File: src/rtl/sosc_pkg.sv
/*
 * Shared constants and types for the servo overtravel and stop control block:
 * register offsets, field positions, reset values, timing counts and the
 * encodings of stop causes, stop methods and post-stop states.
 * Assumes a single 100 MHz clock and a 32-bit APB register bus.
 */
package sosc_pkg;

    // Clock
    localparam int CLK_PERIOD_NS = 10;

    // Limit input filtering: a level must stand this long before it is taken
    localparam int LIM_DEB_TIME_NS = 20000;
    localparam int LIM_DEB_CYCLES = (LIM_DEB_TIME_NS + CLK_PERIOD_NS - 1) / CLK_PERIOD_NS;
    localparam int LIM_DEB_W = 12;

    // Register byte offsets
    localparam logic [11:0] CFG_OFS = 12'h000;
    localparam logic [11:0] CTRL_OFS = 12'h004;
    localparam logic [11:0] TRQ_OFS = 12'h008;
    localparam logic [11:0] STAT_OFS = 12'h00C;
    localparam logic [11:0] ACT_OFS = 12'h010;

    // Configuration word fields (restart-latched)
    localparam int FWD_DIS_BIT = 0;
    localparam int REV_DIS_BIT = 1;
    localparam int C1_SEL_LSB = 2;
    localparam int LIM_SEL_LSB = 4;
    localparam int C2_SEL_LSB = 6;
    localparam int DIR_INV_BIT = 9;
    localparam int SUP_SEL_LSB = 10;
    localparam int PIN_ALLOC_LSB = 12;
    localparam int CFG_W = 20;
    localparam logic [CFG_W-1:0] CFG_RST = 20'h2_1000;

    // Pin allocation slot codes
    localparam logic [3:0] ALLOC_FWD = 4'h1;
    localparam logic [3:0] ALLOC_REV = 4'h2;

    // Control word fields
    localparam int RESTART_BIT = 0;

    // Reverse brake torque, percent of rated
    localparam int TRQ_W = 9;
    localparam logic [TRQ_W-1:0] TRQ_RST = 9'h12C;
    localparam logic [TRQ_W-1:0] TRQ_MAX = 9'h15E;

    // Supply type codes
    localparam logic [1:0] SUP_SINGLE = 2'h0;
    localparam logic [1:0] SUP_THREE = 2'h1;
    localparam logic [1:0] SUP_DC = 2'h2;

    // Stop selection codes with a fixed meaning
    localparam logic [2:0] C2_NO_STOP = 3'h5;

    typedef enum logic [1:0] {
        CS_NONE = 2'b00,
        CS_CLASS1 = 2'b01,
        CS_CLASS2 = 2'b11,
        CS_OT = 2'b10
    } sosc_cause_t;

    typedef enum logic [1:0] {
        SM_DYN_BRAKE = 2'b00,
        SM_COAST = 2'b01,
        SM_REV_BRAKE = 2'b11,
        SM_NO_STOP = 2'b10
    } sosc_method_t;

    typedef enum logic [1:0] {
        PS_COAST = 2'b00,
        PS_DYN_BRAKE = 2'b01,
        PS_ZERO_CLAMP = 2'b11,
        PS_OPERATE = 2'b10
    } sosc_post_t;

    typedef enum logic [1:0] {
        PH_RUN = 2'b00,
        PH_STOPPING = 2'b01,
        PH_STOPPED = 2'b11
    } sosc_phase_t;

endpackage

File: src/rtl/sosc_limit_filter.sv
/*
 * Synchroniser and debounce filter for the two travel-limit pins.
 * Assumes raw pins are asynchronous to ref_clk; outputs are clean levels.
 */
`timescale 1ns/10ps
module sosc_limit_filter (
    input wire logic ref_clk,
    input wire logic nrst,
    input wire logic ce,
    input wire logic [1:0] raw_in,
    output logic [1:0] clean_out
);

    genvar gi;
    generate
        for (gi = 0; gi < 2; gi++) begin : g_ch
            logic s1_r, s2_r, s3_r;
            logic [sosc_pkg::LIM_DEB_W-1:0] cnt_r;

            always_ff @(posedge ref_clk or negedge nrst) begin
                if (!nrst) begin
                    s1_r <= 1'b0;
                    s2_r <= 1'b0;
                    s3_r <= 1'b0;
                end else if (ce) begin
                    s1_r <= raw_in[gi];
                    s2_r <= s1_r;
                    s3_r <= s2_r;
                end
            end

            // Take a new level only after it has stood for the whole window
            always_ff @(posedge ref_clk or negedge nrst) begin
                if (!nrst) begin
                    cnt_r <= '0;
                    clean_out[gi] <= 1'b0;
                end else if (ce) begin
                    if (s2_r != s3_r || s3_r == clean_out[gi]) begin
                        cnt_r <= '0;
                    end else if (cnt_r == sosc_pkg::LIM_DEB_W'(sosc_pkg::LIM_DEB_CYCLES - 1)) begin
                        cnt_r <= '0;
                        clean_out[gi] <= s3_r;
                    end else begin
                        cnt_r <= cnt_r + 1'b1;
                    end
                end
            end
        end
    endgenerate

endmodule

File: src/rtl/sosc_stop_decode.sv
/*
 * Maps the active stop cause and the latched selection codes to a stop
 * method and a post-stop state. Purely combinational.
 */
`timescale 1ns/10ps
module sosc_stop_decode (
    input sosc_pkg::sosc_cause_t cause,
    input wire logic [1:0] class1_stop_sel,
    input wire logic [1:0] limit_stop_sel,
    input wire logic [2:0] class2_stop_sel,
    output sosc_pkg::sosc_method_t method,
    output sosc_pkg::sosc_post_t post
);

    always_comb begin
        method = sosc_pkg::SM_DYN_BRAKE;
        post = sosc_pkg::PS_COAST;
        unique case (cause)
            sosc_pkg::CS_NONE: begin
                method = sosc_pkg::SM_NO_STOP;
                post = sosc_pkg::PS_OPERATE;
            end
            sosc_pkg::CS_CLASS1: begin
                case (class1_stop_sel)
                    2'h1: post = sosc_pkg::PS_DYN_BRAKE;
                    2'h2: method = sosc_pkg::SM_COAST;
                    default: ;
                endcase
            end
            sosc_pkg::CS_OT: begin
                case (limit_stop_sel)
                    2'h1: method = sosc_pkg::SM_COAST;
                    2'h2: begin
                        method = sosc_pkg::SM_REV_BRAKE;
                        post = sosc_pkg::PS_ZERO_CLAMP;
                    end
                    2'h3: method = sosc_pkg::SM_REV_BRAKE;
                    default: ;
                endcase
            end
            sosc_pkg::CS_CLASS2: begin
                case (class2_stop_sel)
                    3'h1: post = sosc_pkg::PS_DYN_BRAKE;
                    3'h2: method = sosc_pkg::SM_COAST;
                    3'h3: begin
                        method = sosc_pkg::SM_REV_BRAKE;
                        post = sosc_pkg::PS_DYN_BRAKE;
                    end
                    3'h4: method = sosc_pkg::SM_REV_BRAKE;
                    3'h5: begin
                        method = sosc_pkg::SM_NO_STOP;
                        post = sosc_pkg::PS_OPERATE;
                    end
                    default: ;
                endcase
            end
        endcase
    end

endmodule

File: src/rtl/sosc_stop_ctrl.sv
/*
 * Stop control for one servo axis: travel-limit supervision, stop sequencing,
 * reverse-brake torque limit, rotation sense and supply-type check, with an
 * APB register slave. Assumes drive events and speed feedback arrive on
 * ref_clk; the limit pins are asynchronous.
 */
// Decided for this implementation: the APB slave port and the address map.
`timescale 1ns/10ps
// What this block does
// - Forward limit ON allows forward motion; OFF means forward overtravel, forward prohibited.
// - Reverse limit ON allows reverse motion; OFF means reverse overtravel, reverse prohibited.
// - fwd_limit_disable 1 ignores forward limit; takes effect after restart.
// - rev_limit_disable 1 ignores reverse limit; takes effect after restart.
// - Without pin codes 1 or 2 allocated, the overtravel function is off.
// - Alarms, overtravel or servo off stop the motor by one of four methods.
// - No-stop method turns the alarm into a warning and keeps driving.
// - After stopping, hold coasting, dynamic brake, zero clamp or operation.
// - class1_stop_sel codes 0..2 choose method and post state for class-one stops.
// - limit_stop_sel codes 0..3 choose method and post state for overtravel.
// - Reverse braking forces speed reference zero, skips soft start, limits torque.
// - class2_stop_sel codes 0..5 choose method and post state for class-two alarms.
// - class2 codes 3 or 4 decelerate with torque capped by rev_brake_torque.
// - rev_brake_torque is 0..350 percent, default 300, immediate, capped by motor.
// - dir_invert reverses commanded rotation; default forward is counterclockwise.
// - supply_type_sel 0 single-phase, 1 three-phase, after restart.
// - Detected supply differing from supply_type_sel, with code 1 read as single-phase on low ratings, raises supply_wiring_alarm.
module sosc_stop_ctrl (
    input wire logic ref_clk,
    input wire logic nrst,
    input wire logic ce,
    input wire logic psel,
    input wire logic penable,
    input wire logic pwrite,
    input wire logic [11:0] paddr,
    input wire logic [31:0] pwdata,
    output logic [31:0] prdata,
    output logic pready,
    output logic pslverr,
    input wire logic fwd_limit_in,
    input wire logic rev_limit_in,
    input wire logic alarm_class_one,
    input wire logic alarm_class_two,
    input wire logic safety_state,
    input wire logic servo_on,
    input wire logic speed_zero,
    input wire logic cmd_dir_fwd,
    input wire logic [8:0] motor_max_torque,
    input wire logic [1:0] supply_detect,
    input wire logic low_power_rating,
    output logic fwd_allow,
    output logic rev_allow,
    output logic drive_enable,
    output logic dyn_brake,
    output logic zero_clamp,
    output logic speed_ref_zero,
    output logic torque_limit_en,
    output logic [8:0] torque_limit,
    output logic motor_dir_cw,
    output logic stop_warning,
    output logic supply_wiring_alarm
);

    logic [sosc_pkg::CFG_W-1:0] cfg_r;
    logic [sosc_pkg::CFG_W-1:0] cfg_act_r;
    logic [sosc_pkg::TRQ_W-1:0] trq_r;
    logic [sosc_pkg::TRQ_W-1:0] trq_nxt;
    logic [1:0] lim_clean;
    logic fwd_used, rev_used, fwd_ot, rev_ot;
    logic [3:0] slot0, slot1;
    sosc_pkg::sosc_cause_t cause;
    sosc_pkg::sosc_method_t method, method_r;
    sosc_pkg::sosc_post_t post, post_r;
    sosc_pkg::sosc_phase_t phase_r, phase_nxt;
    logic wr_en, rd_setup, addr_ok;
    logic [31:0] rd_nxt;
    logic [1:0] sup_sel;
    logic sup_mismatch;

    sosc_limit_filter u_filter (
        .ref_clk(ref_clk),
        .nrst(nrst),
        .ce(ce),
        .raw_in({rev_limit_in, fwd_limit_in}),
        .clean_out(lim_clean)
    );

    // APB slave: zero wait states, frozen with the clock enable
    assign pready = ce;
    assign wr_en = psel && penable && pwrite && ce;
    assign rd_setup = psel && !penable && !pwrite;
    assign addr_ok = (paddr == sosc_pkg::CFG_OFS) || (paddr == sosc_pkg::CTRL_OFS) ||
        (paddr == sosc_pkg::TRQ_OFS) || (paddr == sosc_pkg::STAT_OFS) || (paddr == sosc_pkg::ACT_OFS);
    assign pslverr = psel && penable && !addr_ok;

    // Staged configuration; the live copy only changes at reset or restart
    always_ff @(posedge ref_clk or negedge nrst) begin
        if (!nrst) begin
            cfg_r <= sosc_pkg::CFG_RST;
        end else if (wr_en && paddr == sosc_pkg::CFG_OFS) begin
            cfg_r <= pwdata[sosc_pkg::CFG_W-1:0];
        end
    end

    always_ff @(posedge ref_clk or negedge nrst) begin
        if (!nrst) begin
            cfg_act_r <= sosc_pkg::CFG_RST;
        end else if (wr_en && paddr == sosc_pkg::CTRL_OFS && pwdata[sosc_pkg::RESTART_BIT]) begin
            cfg_act_r <= cfg_r;
        end
    end

    // Torque limit writes clamp to the allowed range and apply at once
    always_comb begin
        trq_nxt = pwdata[sosc_pkg::TRQ_W-1:0];
        if (pwdata[31:0] > 32'(sosc_pkg::TRQ_MAX)) begin
            trq_nxt = sosc_pkg::TRQ_MAX;
        end
    end

    always_ff @(posedge ref_clk or negedge nrst) begin
        if (!nrst) begin
            trq_r <= sosc_pkg::TRQ_RST;
        end else if (wr_en && paddr == sosc_pkg::TRQ_OFS) begin
            trq_r <= trq_nxt;
        end
    end

    // Limit supervision
    assign slot0 = cfg_act_r[sosc_pkg::PIN_ALLOC_LSB +: 4];
    assign slot1 = cfg_act_r[sosc_pkg::PIN_ALLOC_LSB + 4 +: 4];
    assign fwd_used = !cfg_act_r[sosc_pkg::FWD_DIS_BIT] &&
        (slot0 == sosc_pkg::ALLOC_FWD || slot1 == sosc_pkg::ALLOC_FWD);
    assign rev_used = !cfg_act_r[sosc_pkg::REV_DIS_BIT] &&
        (slot0 == sosc_pkg::ALLOC_REV || slot1 == sosc_pkg::ALLOC_REV);
    assign fwd_ot = fwd_used && !lim_clean[0];
    assign rev_ot = rev_used && !lim_clean[1];

    always_ff @(posedge ref_clk or negedge nrst) begin
        if (!nrst) begin
            fwd_allow <= 1'b0;
            rev_allow <= 1'b0;
        end else if (ce) begin
            fwd_allow <= !fwd_ot;
            rev_allow <= !rev_ot;
        end
    end

    // Alarms outrank the safety state, servo off and overtravel
    always_comb begin
        if (alarm_class_one) begin
            cause = sosc_pkg::CS_CLASS1;
        end else if (alarm_class_two) begin
            cause = sosc_pkg::CS_CLASS2;
        end else if (safety_state || !servo_on) begin
            cause = sosc_pkg::CS_CLASS1;
        end else if (fwd_ot || rev_ot) begin
            cause = sosc_pkg::CS_OT;
        end else begin
            cause = sosc_pkg::CS_NONE;
        end
    end

    sosc_stop_decode u_decode (
        .cause(cause),
        .class1_stop_sel(cfg_act_r[sosc_pkg::C1_SEL_LSB +: 2]),
        .limit_stop_sel(cfg_act_r[sosc_pkg::LIM_SEL_LSB +: 2]),
        .class2_stop_sel(cfg_act_r[sosc_pkg::C2_SEL_LSB +: 3]),
        .method(method),
        .post(post)
    );

    // Stop sequencer
    always_comb begin
        phase_nxt = phase_r;
        unique case (phase_r)
            sosc_pkg::PH_RUN: begin
                if (method != sosc_pkg::SM_NO_STOP) begin
                    phase_nxt = sosc_pkg::PH_STOPPING;
                end
            end
            sosc_pkg::PH_STOPPING: begin
                if (method == sosc_pkg::SM_NO_STOP) begin
                    phase_nxt = sosc_pkg::PH_RUN;
                end else if (speed_zero) begin
                    phase_nxt = sosc_pkg::PH_STOPPED;
                end
            end
            sosc_pkg::PH_STOPPED: begin
                if (method == sosc_pkg::SM_NO_STOP) begin
                    phase_nxt = sosc_pkg::PH_RUN;
                end
            end
            default: phase_nxt = sosc_pkg::PH_RUN;
        endcase
    end

    always_ff @(posedge ref_clk or negedge nrst) begin
        if (!nrst) begin
            phase_r <= sosc_pkg::PH_RUN;
            method_r <= sosc_pkg::SM_NO_STOP;
            post_r <= sosc_pkg::PS_OPERATE;
        end else if (ce) begin
            phase_r <= phase_nxt;
            method_r <= method;
            post_r <= post;
        end
    end

    // Power stage and speed loop commands
    always_ff @(posedge ref_clk or negedge nrst) begin
        if (!nrst) begin
            drive_enable <= 1'b0;
            dyn_brake <= 1'b0;
            zero_clamp <= 1'b0;
            speed_ref_zero <= 1'b0;
            torque_limit_en <= 1'b0;
        end else if (ce) begin
            drive_enable <= 1'b0;
            dyn_brake <= 1'b0;
            zero_clamp <= 1'b0;
            speed_ref_zero <= 1'b0;
            torque_limit_en <= 1'b0;
            unique case (phase_nxt)
                sosc_pkg::PH_RUN: drive_enable <= servo_on && !safety_state;
                sosc_pkg::PH_STOPPING: begin
                    if (method == sosc_pkg::SM_DYN_BRAKE) begin
                        dyn_brake <= 1'b1;
                    end else if (method == sosc_pkg::SM_REV_BRAKE) begin
                        drive_enable <= 1'b1;
                        speed_ref_zero <= 1'b1;
                        torque_limit_en <= 1'b1;
                    end
                end
                sosc_pkg::PH_STOPPED: begin
                    if (post == sosc_pkg::PS_DYN_BRAKE) begin
                        dyn_brake <= 1'b1;
                    end else if (post == sosc_pkg::PS_ZERO_CLAMP) begin
                        drive_enable <= 1'b1;
                        zero_clamp <= 1'b1;
                    end else if (post == sosc_pkg::PS_OPERATE) begin
                        drive_enable <= 1'b1;
                    end
                end
                default: ;
            endcase
        end
    end

    always_ff @(posedge ref_clk or negedge nrst) begin
        if (!nrst) begin
            torque_limit <= sosc_pkg::TRQ_RST;
            stop_warning <= 1'b0;
            motor_dir_cw <= 1'b0;
        end else if (ce) begin
            torque_limit <= (trq_r < motor_max_torque) ? trq_r : motor_max_torque;
            stop_warning <= (cause == sosc_pkg::CS_CLASS2) &&
                (cfg_act_r[sosc_pkg::C2_SEL_LSB +: 3] == sosc_pkg::C2_NO_STOP);
            motor_dir_cw <= !cmd_dir_fwd ^ cfg_act_r[sosc_pkg::DIR_INV_BIT];
        end
    end

    // Supply check; three-phase code is void on low ratings
    assign sup_sel = cfg_act_r[sosc_pkg::SUP_SEL_LSB +: 2];
    always_comb begin
        if (sup_sel == sosc_pkg::SUP_THREE && low_power_rating) begin
            sup_mismatch = supply_detect != sosc_pkg::SUP_SINGLE;
        end else begin
            sup_mismatch = supply_detect != sup_sel;
        end
    end

    always_ff @(posedge ref_clk or negedge nrst) begin
        if (!nrst) begin
            supply_wiring_alarm <= 1'b0;
        end else if (ce) begin
            supply_wiring_alarm <= sup_mismatch;
        end
    end

    // Read data is captured in the setup cycle
    always_comb begin
        rd_nxt = 32'h0000_0000;
        case (paddr)
            sosc_pkg::CFG_OFS: rd_nxt[sosc_pkg::CFG_W-1:0] = cfg_r;
            sosc_pkg::TRQ_OFS: rd_nxt[sosc_pkg::TRQ_W-1:0] = trq_r;
            sosc_pkg::STAT_OFS: rd_nxt[11:0] = {supply_wiring_alarm, stop_warning, post_r, method_r,
                phase_r, rev_ot, fwd_ot, lim_clean};
            sosc_pkg::ACT_OFS: rd_nxt[sosc_pkg::CFG_W-1:0] = cfg_act_r;
            default: rd_nxt = 32'h0000_0000;
        endcase
    end

    always_ff @(posedge ref_clk or negedge nrst) begin
        if (!nrst) begin
            prdata <= 32'h0000_0000;
        end else if (ce && rd_setup) begin
            prdata <= rd_nxt;
        end
    end

endmodule

File: config.mk
export PLATFORM = sky130hd
export DESIGN_NAME = sosc_stop_ctrl
export DESIGN_NICKNAME = d
export VERILOG_FILES = /design/src/rtl/sosc_pkg.sv /design/src/rtl/sosc_limit_filter.sv /design/src/rtl/sosc_stop_decode.sv /design/src/rtl/sosc_stop_ctrl.sv
export SDC_FILE = /design/constraint.sdc
export NUM_CORES = 1
export LEC_CHECK = 0
export ABC_CLOCK_PERIOD_IN_PS = 2900
export BUFFER_PORTS_ARGS = -buffer_cell sky130_fd_sc_hd__buf_2
export CORE_MARGIN = 2
export CORE_UTILIZATION = 55
export DETAILED_ROUTE_END_ITERATION = 6
export HOLD_SLACK_MARGIN = 0.06
export MAX_ROUTING_LAYER = met4
export PLACE_DENSITY = 0.79
export SLEW_MARGIN = 20
export SYNTH_ARGS = -nofsm -noshare
export SYNTH_HDL_FRONTEND = slang
export SYNTH_HIERARCHICAL = 1
export SYNTH_SLANG_ARGS = --single-unit
File: constraint.sdc
create_clock -name ref_clk -period 2.9 [get_ports ref_clk]
set_input_delay 0.58 -clock ref_clk [delete_from_list [all_inputs] [get_ports ref_clk]]
set_output_delay 0.58 -clock ref_clk [all_outputs]
set_load 0.02 [all_outputs]
-- Word level (Yosys, flattened, before mapping)
Index checks and enable logic that the tools add are counted.
- input port bits: 70
- word-level logic and storage cells: 164
- output and inout bits: 53
- register bits: 125
- add/subtract/negate cells: 2
- bitwise gates (word level): 3
- equality and inequality tests: 39
- magnitude comparators: 2
- reduce and logical (&&, ||, !) cells: 51
- mux-type cells: 40
- operators by type and width (kind ; count):
    $mux W12 ; 4
    $pmux W9 S4 ; 1
    $gt A32 B9 Y1 const B ; 1
    $add A12 B1 Y12 const B ; 2
    $eq A12 B11 Y1 const B ; 2
    $eq A12 B4 Y1 const B ; 2
    $eq A2 B2 Y1 const B ; 11
    $logic_and A1 B1 Y1 ; 18
    $mux W2 ; 9
    $mux W9 ; 2
    $pmux W2 S4 ; 2
    $pmux W8 S2 ; 1
    $eq A2 B1 Y1 const B ; 7
    $mux W1 ; 14
    $eq A12 B3 Y1 const B ; 1
    $eq A12 B5 Y1 const B ; 1
    $logic_not A1 Y1 ; 12
    $logic_not A12 Y1 ; 1
    $pmux W2 S3 ; 2
    $logic_or A1 B1 Y1 ; 10
    $lt A9 B9 Y1 ; 1
    $pmux W3 S3 ; 1
    $eq A4 B1 Y1 const B ; 2
    $eq A4 B2 Y1 const B ; 2
    16 further kinds ; 28

-- Logic depth before layout (Yosys ltp)
Gate-level depths: netlist (run 1).
- word-level depth: 16
- depth in mapped cells: 12
- gate-level depth less buffers: 11

-- By module
Netlist (run 1), hierarchy kept.
- by module, submodules not included (module ; seq. area each (sq um) ; times used ; area an instance (sq um) ; cells an instance):
    sosc_stop_ctrl ; 2344.7 ; 1 ; 4733.3 ; 449
    sosc_limit_filter ; 800.8 ; 1 ; 1783.0 ; 175
    sosc_stop_decode ; 0.0 ; 1 ; 135.1 ; 20

-- Worst setup path after synthesis (run 1)
No wires, ideal clock.
- path type: register to register
- from: reg cfg_act_r[17] (netlist bit)
- to: reg drive_enable
- data required time: 2.823 ns
- clock period less this slack: 2.389 ns
- path buffers: 1
- data arrival time: 2.312 ns
- path slack: 0.511 ns
- library setup time: 0.077 ns
- cell stages (with the launch flop): 13
- cells stage by stage: dfstp_2 > nor4b_1 > o21ai_0 > a211o_1 > nand2_1 > clkbuf_2 > o31ai_1 > o22ai_1 > nand2b_1 > o221ai_1 > a21oi_1 > nor2_1 > a21oi_1
- longest elaborated chain between the ends: 16
- elaborated cells between the ends (all ways): 39
- those cells by class: eq/ne (13); mux (16); reduce/logical (10)
- ends and longest elaborated chain (what ; RTL line ; source):
    start: declaration ; sosc_stop_ctrl.sv:64 ; logic [sosc_pkg::CFG_W-1:0] cfg_act_r;
    start signal: assignment ; sosc_stop_ctrl.sv:106 ; cfg_act_r <= sosc_pkg::CFG_RST;
    start signal: assignment ; sosc_stop_ctrl.sv:108 ; cfg_act_r <= cfg_r;
    $eq A4 B1 Y1 / $eq A4 B2 Y1 (equally long branches) ; sosc_stop_ctrl.sv:132, sosc_stop_ctrl.sv:134 ;
    $logic_or A1 B1 Y1, on equally long branches ; sosc_stop_ctrl.sv:132, sosc_stop_ctrl.sv:134 ;
    $logic_and A1 B1 Y1, on equally long branches ; sosc_stop_ctrl.sv:131, sosc_stop_ctrl.sv:133 ;
    $logic_and A1 B1 Y1, on equally long branches ; sosc_stop_ctrl.sv:135, sosc_stop_ctrl.sv:136 ;
    $logic_or A1 B1 Y1 * ; sosc_stop_ctrl.sv:156 ; end else if (fwd_ot || rev_ot) begin
    $mux W2 * ; sosc_stop_ctrl.sv:156 ;
    $mux W2 * ; sosc_stop_ctrl.sv:154 ; end else if (safety_state || !servo_on) begin
    $mux W2 * ; sosc_stop_ctrl.sv:152 ; end else if (alarm_class_two) begin
    [1 not listed] ; -- ;
    net cause[1] ; sosc_stop_ctrl.sv:70 ; sosc_pkg::sosc_cause_t cause;
    $eq A2 B2 Y1 (tied with other cells) ; sosc_stop_decode.sv:18 ; unique case (cause)
    $pmux W2 S4 * ; sosc_stop_decode.sv:18 ;
    net method[0] ; sosc_stop_ctrl.sv:71 ; sosc_pkg::sosc_method_t method, method_r;
    $eq A2 B2 Y1 / $ne A2 B2 Y1 (equally long branches) ; sosc_stop_ctrl.sv:182, sosc_stop_ctrl.sv:189, sosc_stop_ctrl.sv:177 ;
    $mux W2, on equally long branches ; sosc_stop_ctrl.sv:189, sosc_stop_ctrl.sv:177, sosc_stop_ctrl.sv:182 ;
    $pmux W2 S3 ; sosc_stop_ctrl.sv:175 ; unique case (phase_r)
    $eq A2 B2 Y1 (tied with other cells) ; sosc_stop_ctrl.sv:223 ; unique case (phase_nxt)
    $pmux W1 S3 * ; sosc_stop_ctrl.sv:223 ;
    end signal: assignment ; sosc_stop_ctrl.sv:224 ; sosc_pkg::PH_RUN: drive_enable <= servo_on && !safety_state;
    end: declaration ; sosc_stop_ctrl.sv:52 ; output logic drive_enable,
Mark *: on every way through the listed nets, which the timed path passes. The rest lies on a longest branch.
A chain may end at the register's enable or synchronous reset.

-- Worst setup path after layout (run 1)
Ends and elaborated chain as after synthesis.

==> results.txt, run 1 <==
- Buffers inserted during clock tree synthesis total 17.
- Placeable Area: roughly 12000 µm²
* WL met3: approximately 1000 µm
- On the worst path, the slowest cell contributes a delay of ~540 ps.
- Total Nets Final: ~840
- YS warnings: 6
* First DRT Iteration DRCs: between 300 and 400
* Via count of the first global-routing pass: ~5500
* Count of cell types in the netlist: 74
* Depth of the worst register-to-register path: 11
* Post-route worst hold slack: ~250 ps
- Max Root-Sink Buffers: 2
* Number of gates on the worst path with buffers counted: 11
- Initial standard-cell utilization of the core: a little under three fifths
* Setup clock skew after layout: roughly 17 ps
- Cell-by-cell trace of the critical path: nor4b_1 > o21ai_1 > a211o_1 > nand2_2 > nor2b_1 > o21ai_0 > nand2b_1 > o221ai_1 > a21oi_1 > nor2_1 > a21oi_1
- Uppermost layer routed: met4
* Residual DRC count: 0
- Die outline width: about 110 µm
- Dividing the synthesized area by the synthesized cell count gives between 10 and 15 µm².
- Worst voltage drop across the vdd grid: 0.400 mV
* Sort of element at the start of the critical path: flip-flop
* Reg-to-Reg End: drive_enable
- Headroom to the max-slew limit came out at approximately 48%.
- The count of buffers added on input and output ports is 110.
- Remaining antenna violation count: 0
- Final global-route overflow total: 0
- Routability-driven placement finished with a final weighted congestion of approximately 0.95.
* Netlist Area Pre-Place: 6650 µm²
* First-pass GRT wire length: 27.1 mm
- By instance count, the cell type seen most on the critical path is sky130_fd_sc_hd__a21oi_1.
* Overall Global Routing Usage: between 20% and 30%
- 123 I/O pins were placed.
* Detailed-router iteration count before antenna repair: 4
- Sum of routed wire length over all layers: between 15 and 20 mm
* Min-Delay Path Class: input pin to asynchronous set/reset pin
* Clock slew at reported path FFs: 50 ps
- In this run the critical register-to-register path is launched from cfg_act_r[17].
* Antenna violations before repair: 0
* Dominant synthesized flop cell: sky130_fd_sc_hd__dfrtp_1
- At the pin with the least slew margin, the transition time is approximately 780 ps.
- Entering global routing, the biggest net connects 64 pins.
- PD cells: 559 nW/µm²
- Cell leakage power: roughly 0.0037 µW
- The tree built by TritonCTS fans out to around 130 sinks.
* Placed wire-length estimate: 12.0 mm
- For flop-to-flop paths, the worst setup slack is between 200 and 250 ps.
- In the synthesized netlist, the number of instances is 644.
- Total of endpoints with negative setup slack in the final report: 0
* Clock tree from TritonCTS: done
* Buffers inserted by post-CTS timing repair: 0
- Ratio of cells with drive above 1 in the final layout: about a third
- Proportion of synthesized flip-flops having asynchronous set or reset: 100%
- Dividing the final minimum period by the clock period gives 92.4%.
* Antenna Cells: 0
- Mean routed wirelength per cell: approximately 18 µm
- Number of synthesized flops with an enable pin: 0
* H-tree Lvls: 4
- Dominant delay contributor by cell family on the critical path: compound AO/OA/AOI/OAI gates
- In this run, synthesis produced a sequential element count of about 130.
- After detailed routing, the met2 layer carries ~8.6 mm of wire.
- Along the worst path, the maximum fanout reaches 8.
* Reported max-cap violation count: 0
- The later pin in the worst-skew pair is clocked with a latency of between 400 and 500 ps.
- Overall die area: approximately 13000 µm²
* Fillcell total: approximately 910
* Hold-fix buffers, CTS: 0
- The number of pins exceeding their max-slew limit in the final report came to 0.
* Total number of vias: 5590
- Data required time of the critical path: 3230 ps
- Row generation in the floorplan step produced 40 rows.
* Relative area change from synthesis to final layout: 18.8%
- Peak clock frequency supported by timing: 373 MHz
- Final hold violation count: 0
* Post-synthesis sequential area ratio: 47.3%
- Counting both buffers and inverters, the worst setup path holds a total of 0.
- Capturing element type of the critical path: flip-flop
* Time the worst path needs with I/O delays and setup: about 2700 ps
- CTS placed an instance of sky130_fd_sc_hd__clkbuf_16 at the clock tree root.
- Worst setup path category: flip-flop to flip-flop
- Dividing the detail-routed via count by the number of cells gives about 6.
- For the final routed database, the setup TNS stands at 0 ps.
* Arrival time reported for the critical path endpoint: slightly above 3000 ps
- Unrepaired setup endpoints after global routing: no
- Die boundary height: roughly 110 µm
- Detailed-routing wirelength on met1: 6.72 mm
- Post-cts repair resize count: 0
* Run status: finished clean
* Crit-path slowest cell: sky130_fd_sc_hd__dfstp_2
## final cells by class
cell class              instances  area (µm²)  area share, %
multi-input cells             458        3200           40.5
flip-flops and latches        125        3150           39.8
repair buffers                124         671           8.48
clock buffers                  26         509           6.44
well taps                     147         184           2.33
inverters                      29         109           1.38
clock inverters                 6        82.6           1.04
## cell usage after synthesis, drive strengths merged (3+ instances only)
cell	count	area, µm²
a22oi	10	75.1
a221oi	8	70.1
nor4	11	83.8
nor3	10	61.3
nand3	30	170
a211oi	6	55.1
a21o	6	46.3
nand4	7	58.8
dfrtp	111	2780
dfstp	14	368
o31ai	6	45.0
buf	26	181
nor2b	9	56.3
and4	5	43.8
a21oi	17	96.4
a31oi	28	175
nand3b	6	45.0
and2	4	25.0
a31o	4	35.0
clkbuf	17	66.3
nand2	39	146
o221ai	3	26.3
o21a	4	30.0
inv	29	109
o21ai	32	164
mux2i	4	40.0
nor2	55	206
mux2	58	653
o22ai	7	43.8
nor4b	7	80.1
o2bb2ai	3	26.3
and3	6	38.8
nand2b	7	43.8
xor2	3	26.3
ha	10	125
a22o	11	96.3
nor3b	3	22.5
## per-layer routing
layer / vias up / track usage, %
li1: 2595 / -
met1: 2733 / 33.0
met2: 227 / 45.8
met3: 35 / 6.70
met4: 0 / 9.92
met5: - / -
## sequential cells by signal (all words and copies together), names as in the netlist, 2 cells and up
| register | cells |
|---|---|
| prdata | 20 |
| u_filter/g_ch.s2_r | 2 |
| u_filter/g_ch.cnt_r | 24 |
| trq_r | 9 |
| u_filter/clean_out | 2 |
| post_r | 2 |
| cfg_act_r | 20 |
| torque_limit | 9 |
| phase_r | 2 |
| cfg_r | 20 |
| u_filter/g_ch.s1_r | 2 |
| u_filter/g_ch.s3_r | 2 |
| method_r | 2 |
## cells by family (layout without fill, tap and decap cells)
group | count (synthesis) | count (layout) | synth area share [%]
flip-flops | 125 | 125 | 47.3
adder cells (fa/ha/maj) | 10 | 10 | 1.88
AND/OR/NAND/NOR | 210 | 210 | 17.6
multiplexers | 62 | 62 | 10.4
other | 1 | 12 | 0.0564
XOR/XNOR | 4 | 4 | 0.527
AO/OA/AOI/OAI | 160 | 160 | 16.8
buffers and inverters | 72 | 185 | 5.36
## cell usage in the layout (no fill, tap or decap), types with 14 or more instances in the layout
| master | instances |
|---|---|
| sky130_fd_sc_hd__dfrtp_1 | 111 |
| sky130_fd_sc_hd__buf_2 | 109 |
| sky130_fd_sc_hd__mux2_2 | 58 |
| sky130_fd_sc_hd__nor2_1 | 55 |
| sky130_fd_sc_hd__nand2_1 | 38 |
| sky130_fd_sc_hd__a31oi_1 | 28 |
| sky130_fd_sc_hd__inv_1 | 27 |
| sky130_fd_sc_hd__o21ai_0 | 27 |
| sky130_fd_sc_hd__nand3_1 | 26 |
| sky130_fd_sc_hd__clkbuf_16 | 17 |
| sky130_fd_sc_hd__a21oi_1 | 16 |
| sky130_fd_sc_hd__dfstp_2 | 14 |
| sky130_fd_sc_hd__buf_4 | 14 |
## how the worst max path moves through the flow
stage	startpoint	end	slack, ps
2_1_floorplan	cfg_act_r[17]	drive_enable	510
3_3_place_gp	cfg_act_r[17]	drive_enable	290
3_5_place_dp	cfg_act_r[12]	drive_enable	150
4_1_cts	cfg_act_r[12]	drive_enable	120
5_1_grt	cfg_act_r[17]	drive_enable	40
6_report	cfg_act_r[17]	drive_enable	220
## power by group
part	internal, µW	switching [µW]
Sequential	1820	61.6
Clock	1370	725
Combinational	161	280
Total	3350	1070
## worst register-to-register path, cell delays in order (launching register included)
cell	delay [ps]
sky130_fd_sc_hd__dfstp_2	540
sky130_fd_sc_hd__nor4b_1	300
sky130_fd_sc_hd__o21ai_1	200
sky130_fd_sc_hd__a211o_1	340
sky130_fd_sc_hd__nand2_2	160
sky130_fd_sc_hd__nor2b_1	160
sky130_fd_sc_hd__o21ai_0	190
sky130_fd_sc_hd__nand2b_1	220
sky130_fd_sc_hd__o221ai_1	130
sky130_fd_sc_hd__a21oi_1	150
sky130_fd_sc_hd__nor2_1	70
sky130_fd_sc_hd__a21oi_1	130
## stage by stage
step | worst slack [ps] | power (µW) | cell area, µm² | utilization, % | std cells
final | 219 | 4420 | 7910 | 66.4 | 915
after floorplan | 511 | 2160 | 6690 | - | 655
after CTS | 124 | 4450 | 7900 | 66.3 | 915
after global routing | 35.4 | 4580 | 7910 | 66.4 | 915
after detailed placement | 152 | 2350 | 7300 | 61.3 | 883
after global placement | 286 | 2330 | 7300 | 61.3 | 883
Note: power is estimated with default switching activity, not from simulation.
==> inputs of run 2 (changes only) <==
Settings changed: ABC_CLOCK_PERIOD_IN_PS 2900 to 2150, CORE_UTILIZATION 55 to 51, PLACE_DENSITY 0.79 to 0.77.
Clock period 2.9 ns to 2.15 ns, I/O delays scaled along.
==> results.txt, run 2 (synthesis gave the netlist of run 1 again) <==
- Total number of vias: 5647 (was 5590)
* Setup slack of the most critical reg-to-reg path: -120 ps (was 220 ps)
- Sum of routed wire length over all layers: 17.0 mm (was 16.7 mm)
- The via count of the first global-routing pass is 5691 (was 5452).
- Final slew viol count: 0 (unchanged)
* Antenna violations before repair: 0 (unchanged)
* Root buf cell: sky130_fd_sc_hd__clkbuf_16 (unchanged)
- The overall power of the completed layout came to 5900 µW (was 4420 µW).
- The last element of the critical path is dyn_brake (was drive_enable).
- Register area: 3150 µm² (about the same)
* Ratio of cells with drive above 1 in the final layout: 38.0% (was 32.8%)
* Worst setup path category: flip-flop to flip-flop (unchanged)
- The clock transition at the registers of the reported paths was 50 ps (about the same).
- The highest ir drop seen on vdd is 0.502 mV (was 0.400 mV).
* Die boundary height: 118 µm (was 114 µm)
* Min setup slack post-route: -123 ps (was 219 ps)
- The setup skew after layout is 10.3 ps (was 17.0 ps).
- The core outline area was 12700 µm² (was 11900 µm²).
* Overall die area: 14000 µm² (was 13000 µm²)
- The final number of hold-violating endpoints is 0 (unchanged).
* Total Nets Final: 870 (was 835)
- The port buffer count is 110 (unchanged).
* Number of standard cells in the final layout excluding fillers: 975 (was 915)
* Cell-by-cell trace of the critical path: nor4b_4 > o21ai_2 > a211o_1 > nand2_4 > buf_6 > buf_6 > o22ai_2 > nand2b_4 > buf_4 > buf_4 > nand3_1 > o21ai_1 (was nor4b_1 > o21ai_1 > a211o_1 > nand2_2 > nor2b_1 > o21ai_0 > nand2b_1 > o221ai_1 > a21oi_1 > nor2_1 > a21oi_1)
* Post-route standard cell area excluding fillers: 8370 µm² (was 7910 µm²)
* Dpl cell area: 7590 µm² (was 7300 µm²)
* Most frequent standard cell in the layout excluding fill and tap cells: sky130_fd_sc_hd__dfrtp_1 (unchanged)
* Reg-to-reg startpoint: cfg_act_r[12] (was cfg_act_r[17])
* Placed wire-length estimate: 12.1 mm (was 12.0 mm)
* Area of the multi-input gates: 3360 µm² (was 3200 µm²)
* Min-Delay Path Class: input pin to flip-flop (was input pin to asynchronous set/reset pin)
* Sort of element at the start of the critical path: flip-flop (unchanged)
- The number of DRC markers in iteration 0 is 364 (was 315).
- Routability congestion estimate: 0.918 (was 0.945)
* Final global-route overflow total: 0 (unchanged)
- The boundary pin count was 123 (unchanged).
* Run status: finished with violations (was finished clean)
- The row count was 41 (was 40).
- Clock latency at the later pin of the worst-skew pair: 420 ps (about the same)
- Arrival time reported for the critical path endpoint: 2560 ps (was 3020 ps)
* Unrepaired setup endpoints after global routing: yes (was no)
- The buffer levels on the longest clock path came to 2 (unchanged).
- The portion of the clock cycle consumed by the worst path in the final layout was 106% (was 92.4%).
* Largest net degree at the start of global routing: 58 (was 64)
- Initial standard-cell utilization of the core: 52.5% (was 55.8%)
- The remaining antenna violation count after routing was 0 (unchanged).
- The switching power summed over all nets was 1470 µW (was 1070 µW).
* Detailed-router iteration count before antenna repair: 5 (was 4)
- Time the worst path needs with I/O delays and setup: 2270 ps (was 2680 ps)
- Sink Count: 125 (unchanged)
* Clock tree from TritonCTS: done (unchanged)
- The start point of the critical path was cfg_act_r[12] (was cfg_act_r[17]).
- The total negative slack for setup checks is -327 ps (was 0 ps).
- Most flops, register: u_filter/g_ch.cnt_r (unchanged)
* Peak clock frequency supported by timing: 440 MHz (was 373 MHz)
* Antenna Cells: 0 (unchanged)
- Number of flip-flops in the largest register: 24 (unchanged)
* Reported max-cap violation count: 0 (unchanged)
- The overall global routing resource usage is 25.8% (was 27.6%).
- Data required time of the critical path: 2430 ps (was 3230 ps)
- The die width is 118 µm (was 114 µm).
- The via density per instance was 5.79 (was 6.11).
- The internal power consumption came to 4440 µW (was 3350 µW).
- The remaining max-slew budget at the tightest pin is 56.8% (was 47.8%).
- The portion of total power attributed to sequential cells came to 43.0% (was 42.5%).
- Most frequent cells in the layout: sky130_fd_sc_hd__dfrtp_1, sky130_fd_sc_hd__buf_2, sky130_fd_sc_hd__mux2_2 (unchanged)
- The type of element capturing the critical path is a flip-flop (unchanged).
- The power density of the placed cells is 706 nW/µm² (was 559 nW/µm²).
- The stage delay of the slowest cell on the critical path came to 570 ps (was 540 ps).
- The setup slack after placement came to -320 ps (was 152 ps).
* Net switching share of the total power: 24.9% (was 24.1%)
- The post-detailed-route DRC marker count is 0 (unchanged).
* Reg-to-Reg End: dyn_brake (was drive_enable)
* Depth of the worst register-to-register path: 12 (was 11)
- The static leakage is 0.00392 µW (was 0.00373 µW).
- First-pass GRT wire length: 27.9 mm (was 27.1 mm)
- Fraction of power consumed by the clock network: 46.0% (was 47.5%)
- The number of filler cells placed in the layout is 953 (was 908).
- The area added between synthesis and finish is 25.8% (was 18.8%).
- Inst Count DP: 935 (was 883)
- The maximum fanout along the worst path is 5 (was 8).
- The final reports fail on setup timing.
* Mean routed wirelength per cell: 17.5 µm (was 18.3 µm)
- The actual slew at the worst max-slew pin came to 649 ps (was 784 ps).
* Share of power burned in combinational logic: 11.0% (was 10.0%)
- Total of endpoints with negative setup slack in the final report: 3 (was 0)
* Number of buffers inserted during clock tree synthesis: 17 (unchanged)
- The H-tree depth is 4 (unchanged).
- Crit-path slowest cell: sky130_fd_sc_hd__dfstp_2 (unchanged)
[run 2: cell types whose count changed in the layout (fill, tap and decap cells not counted), sizes merged]
cell | before | now
buf | 124 | 158
bufinv | 2 | 1
dlygate4sd3 | 0 | 1
clkinv | 3 | 4
[run 2: timing repair]
item,4_1_cts,5_1_grt
buffers inserted,4,3
resized for setup,9,21
endpoints found under the setup margin,8,6
endpoints found under the hold margin,34,0
hold buffers,1,0
pin swaps,7,10
[run 2: how the worst min path moves through the flow]
stage | start | to | cells past startpoint
floorplan | nrst | cfg_act_r[0] | 0
global placement | nrst | phase_r[0] | 1
detailed placement | nrst | zero_clamp | 1
CTS | fwd_limit_in | u_filter/g_ch[0].s1_r | 2
global route | rev_limit_in | u_filter/g_ch[1].s1_r | 2
finish | fwd_limit_in | u_filter/g_ch[0].s1_r | 2
[run 2: worst max-delay path: cells and delay by family (launching register included)]
kind	cells	cell delay, ps
simple gates	4	570
compound gates	4	500
buf+inv	4	470
flops	1	570
[run 2: per-stage QoR]
stage               hold WS (ps)  utilization, %
floorplan                    134               -
global placement             438            59.9
detailed placement           440            59.9
CTS                          231            65.1
global route                 251            66.1
finish                       242            66.1
[run 2: power by group through the flow]
stage          registers (µW)  clock network, µW  logic [µW]
2_1_floorplan            2620                  0         302
3_3_place_gp             2560                  0         601
3_5_place_dp             2570                  0         618
4_1_cts                  2530               2750         627
5_1_grt                  2550               2860         715
6_report                 2540               2720         652
[run 2: layout make-up]
cell class	count	area share [%]
Clock buffer	26	6.08
Sequential cell	125	37.6
Timing Repair Buffer	159	11.6
Clock inverter	6	0.688
Inverter	29	1.30
Multi-Input combinational cell	458	40.1
Tap cell	172	2.57
[run 2: per-layer routing]
layer	vias up	wire [µm]	share of wire, %	global-route usage, %
met3	26	813	4.8	5.41
li1	2661	-	-	-
met4	0	274	1.6	8.13
met1	2792	7100	42	31.4
met2	168	8840	52	43.1
met5	-	0	0	-
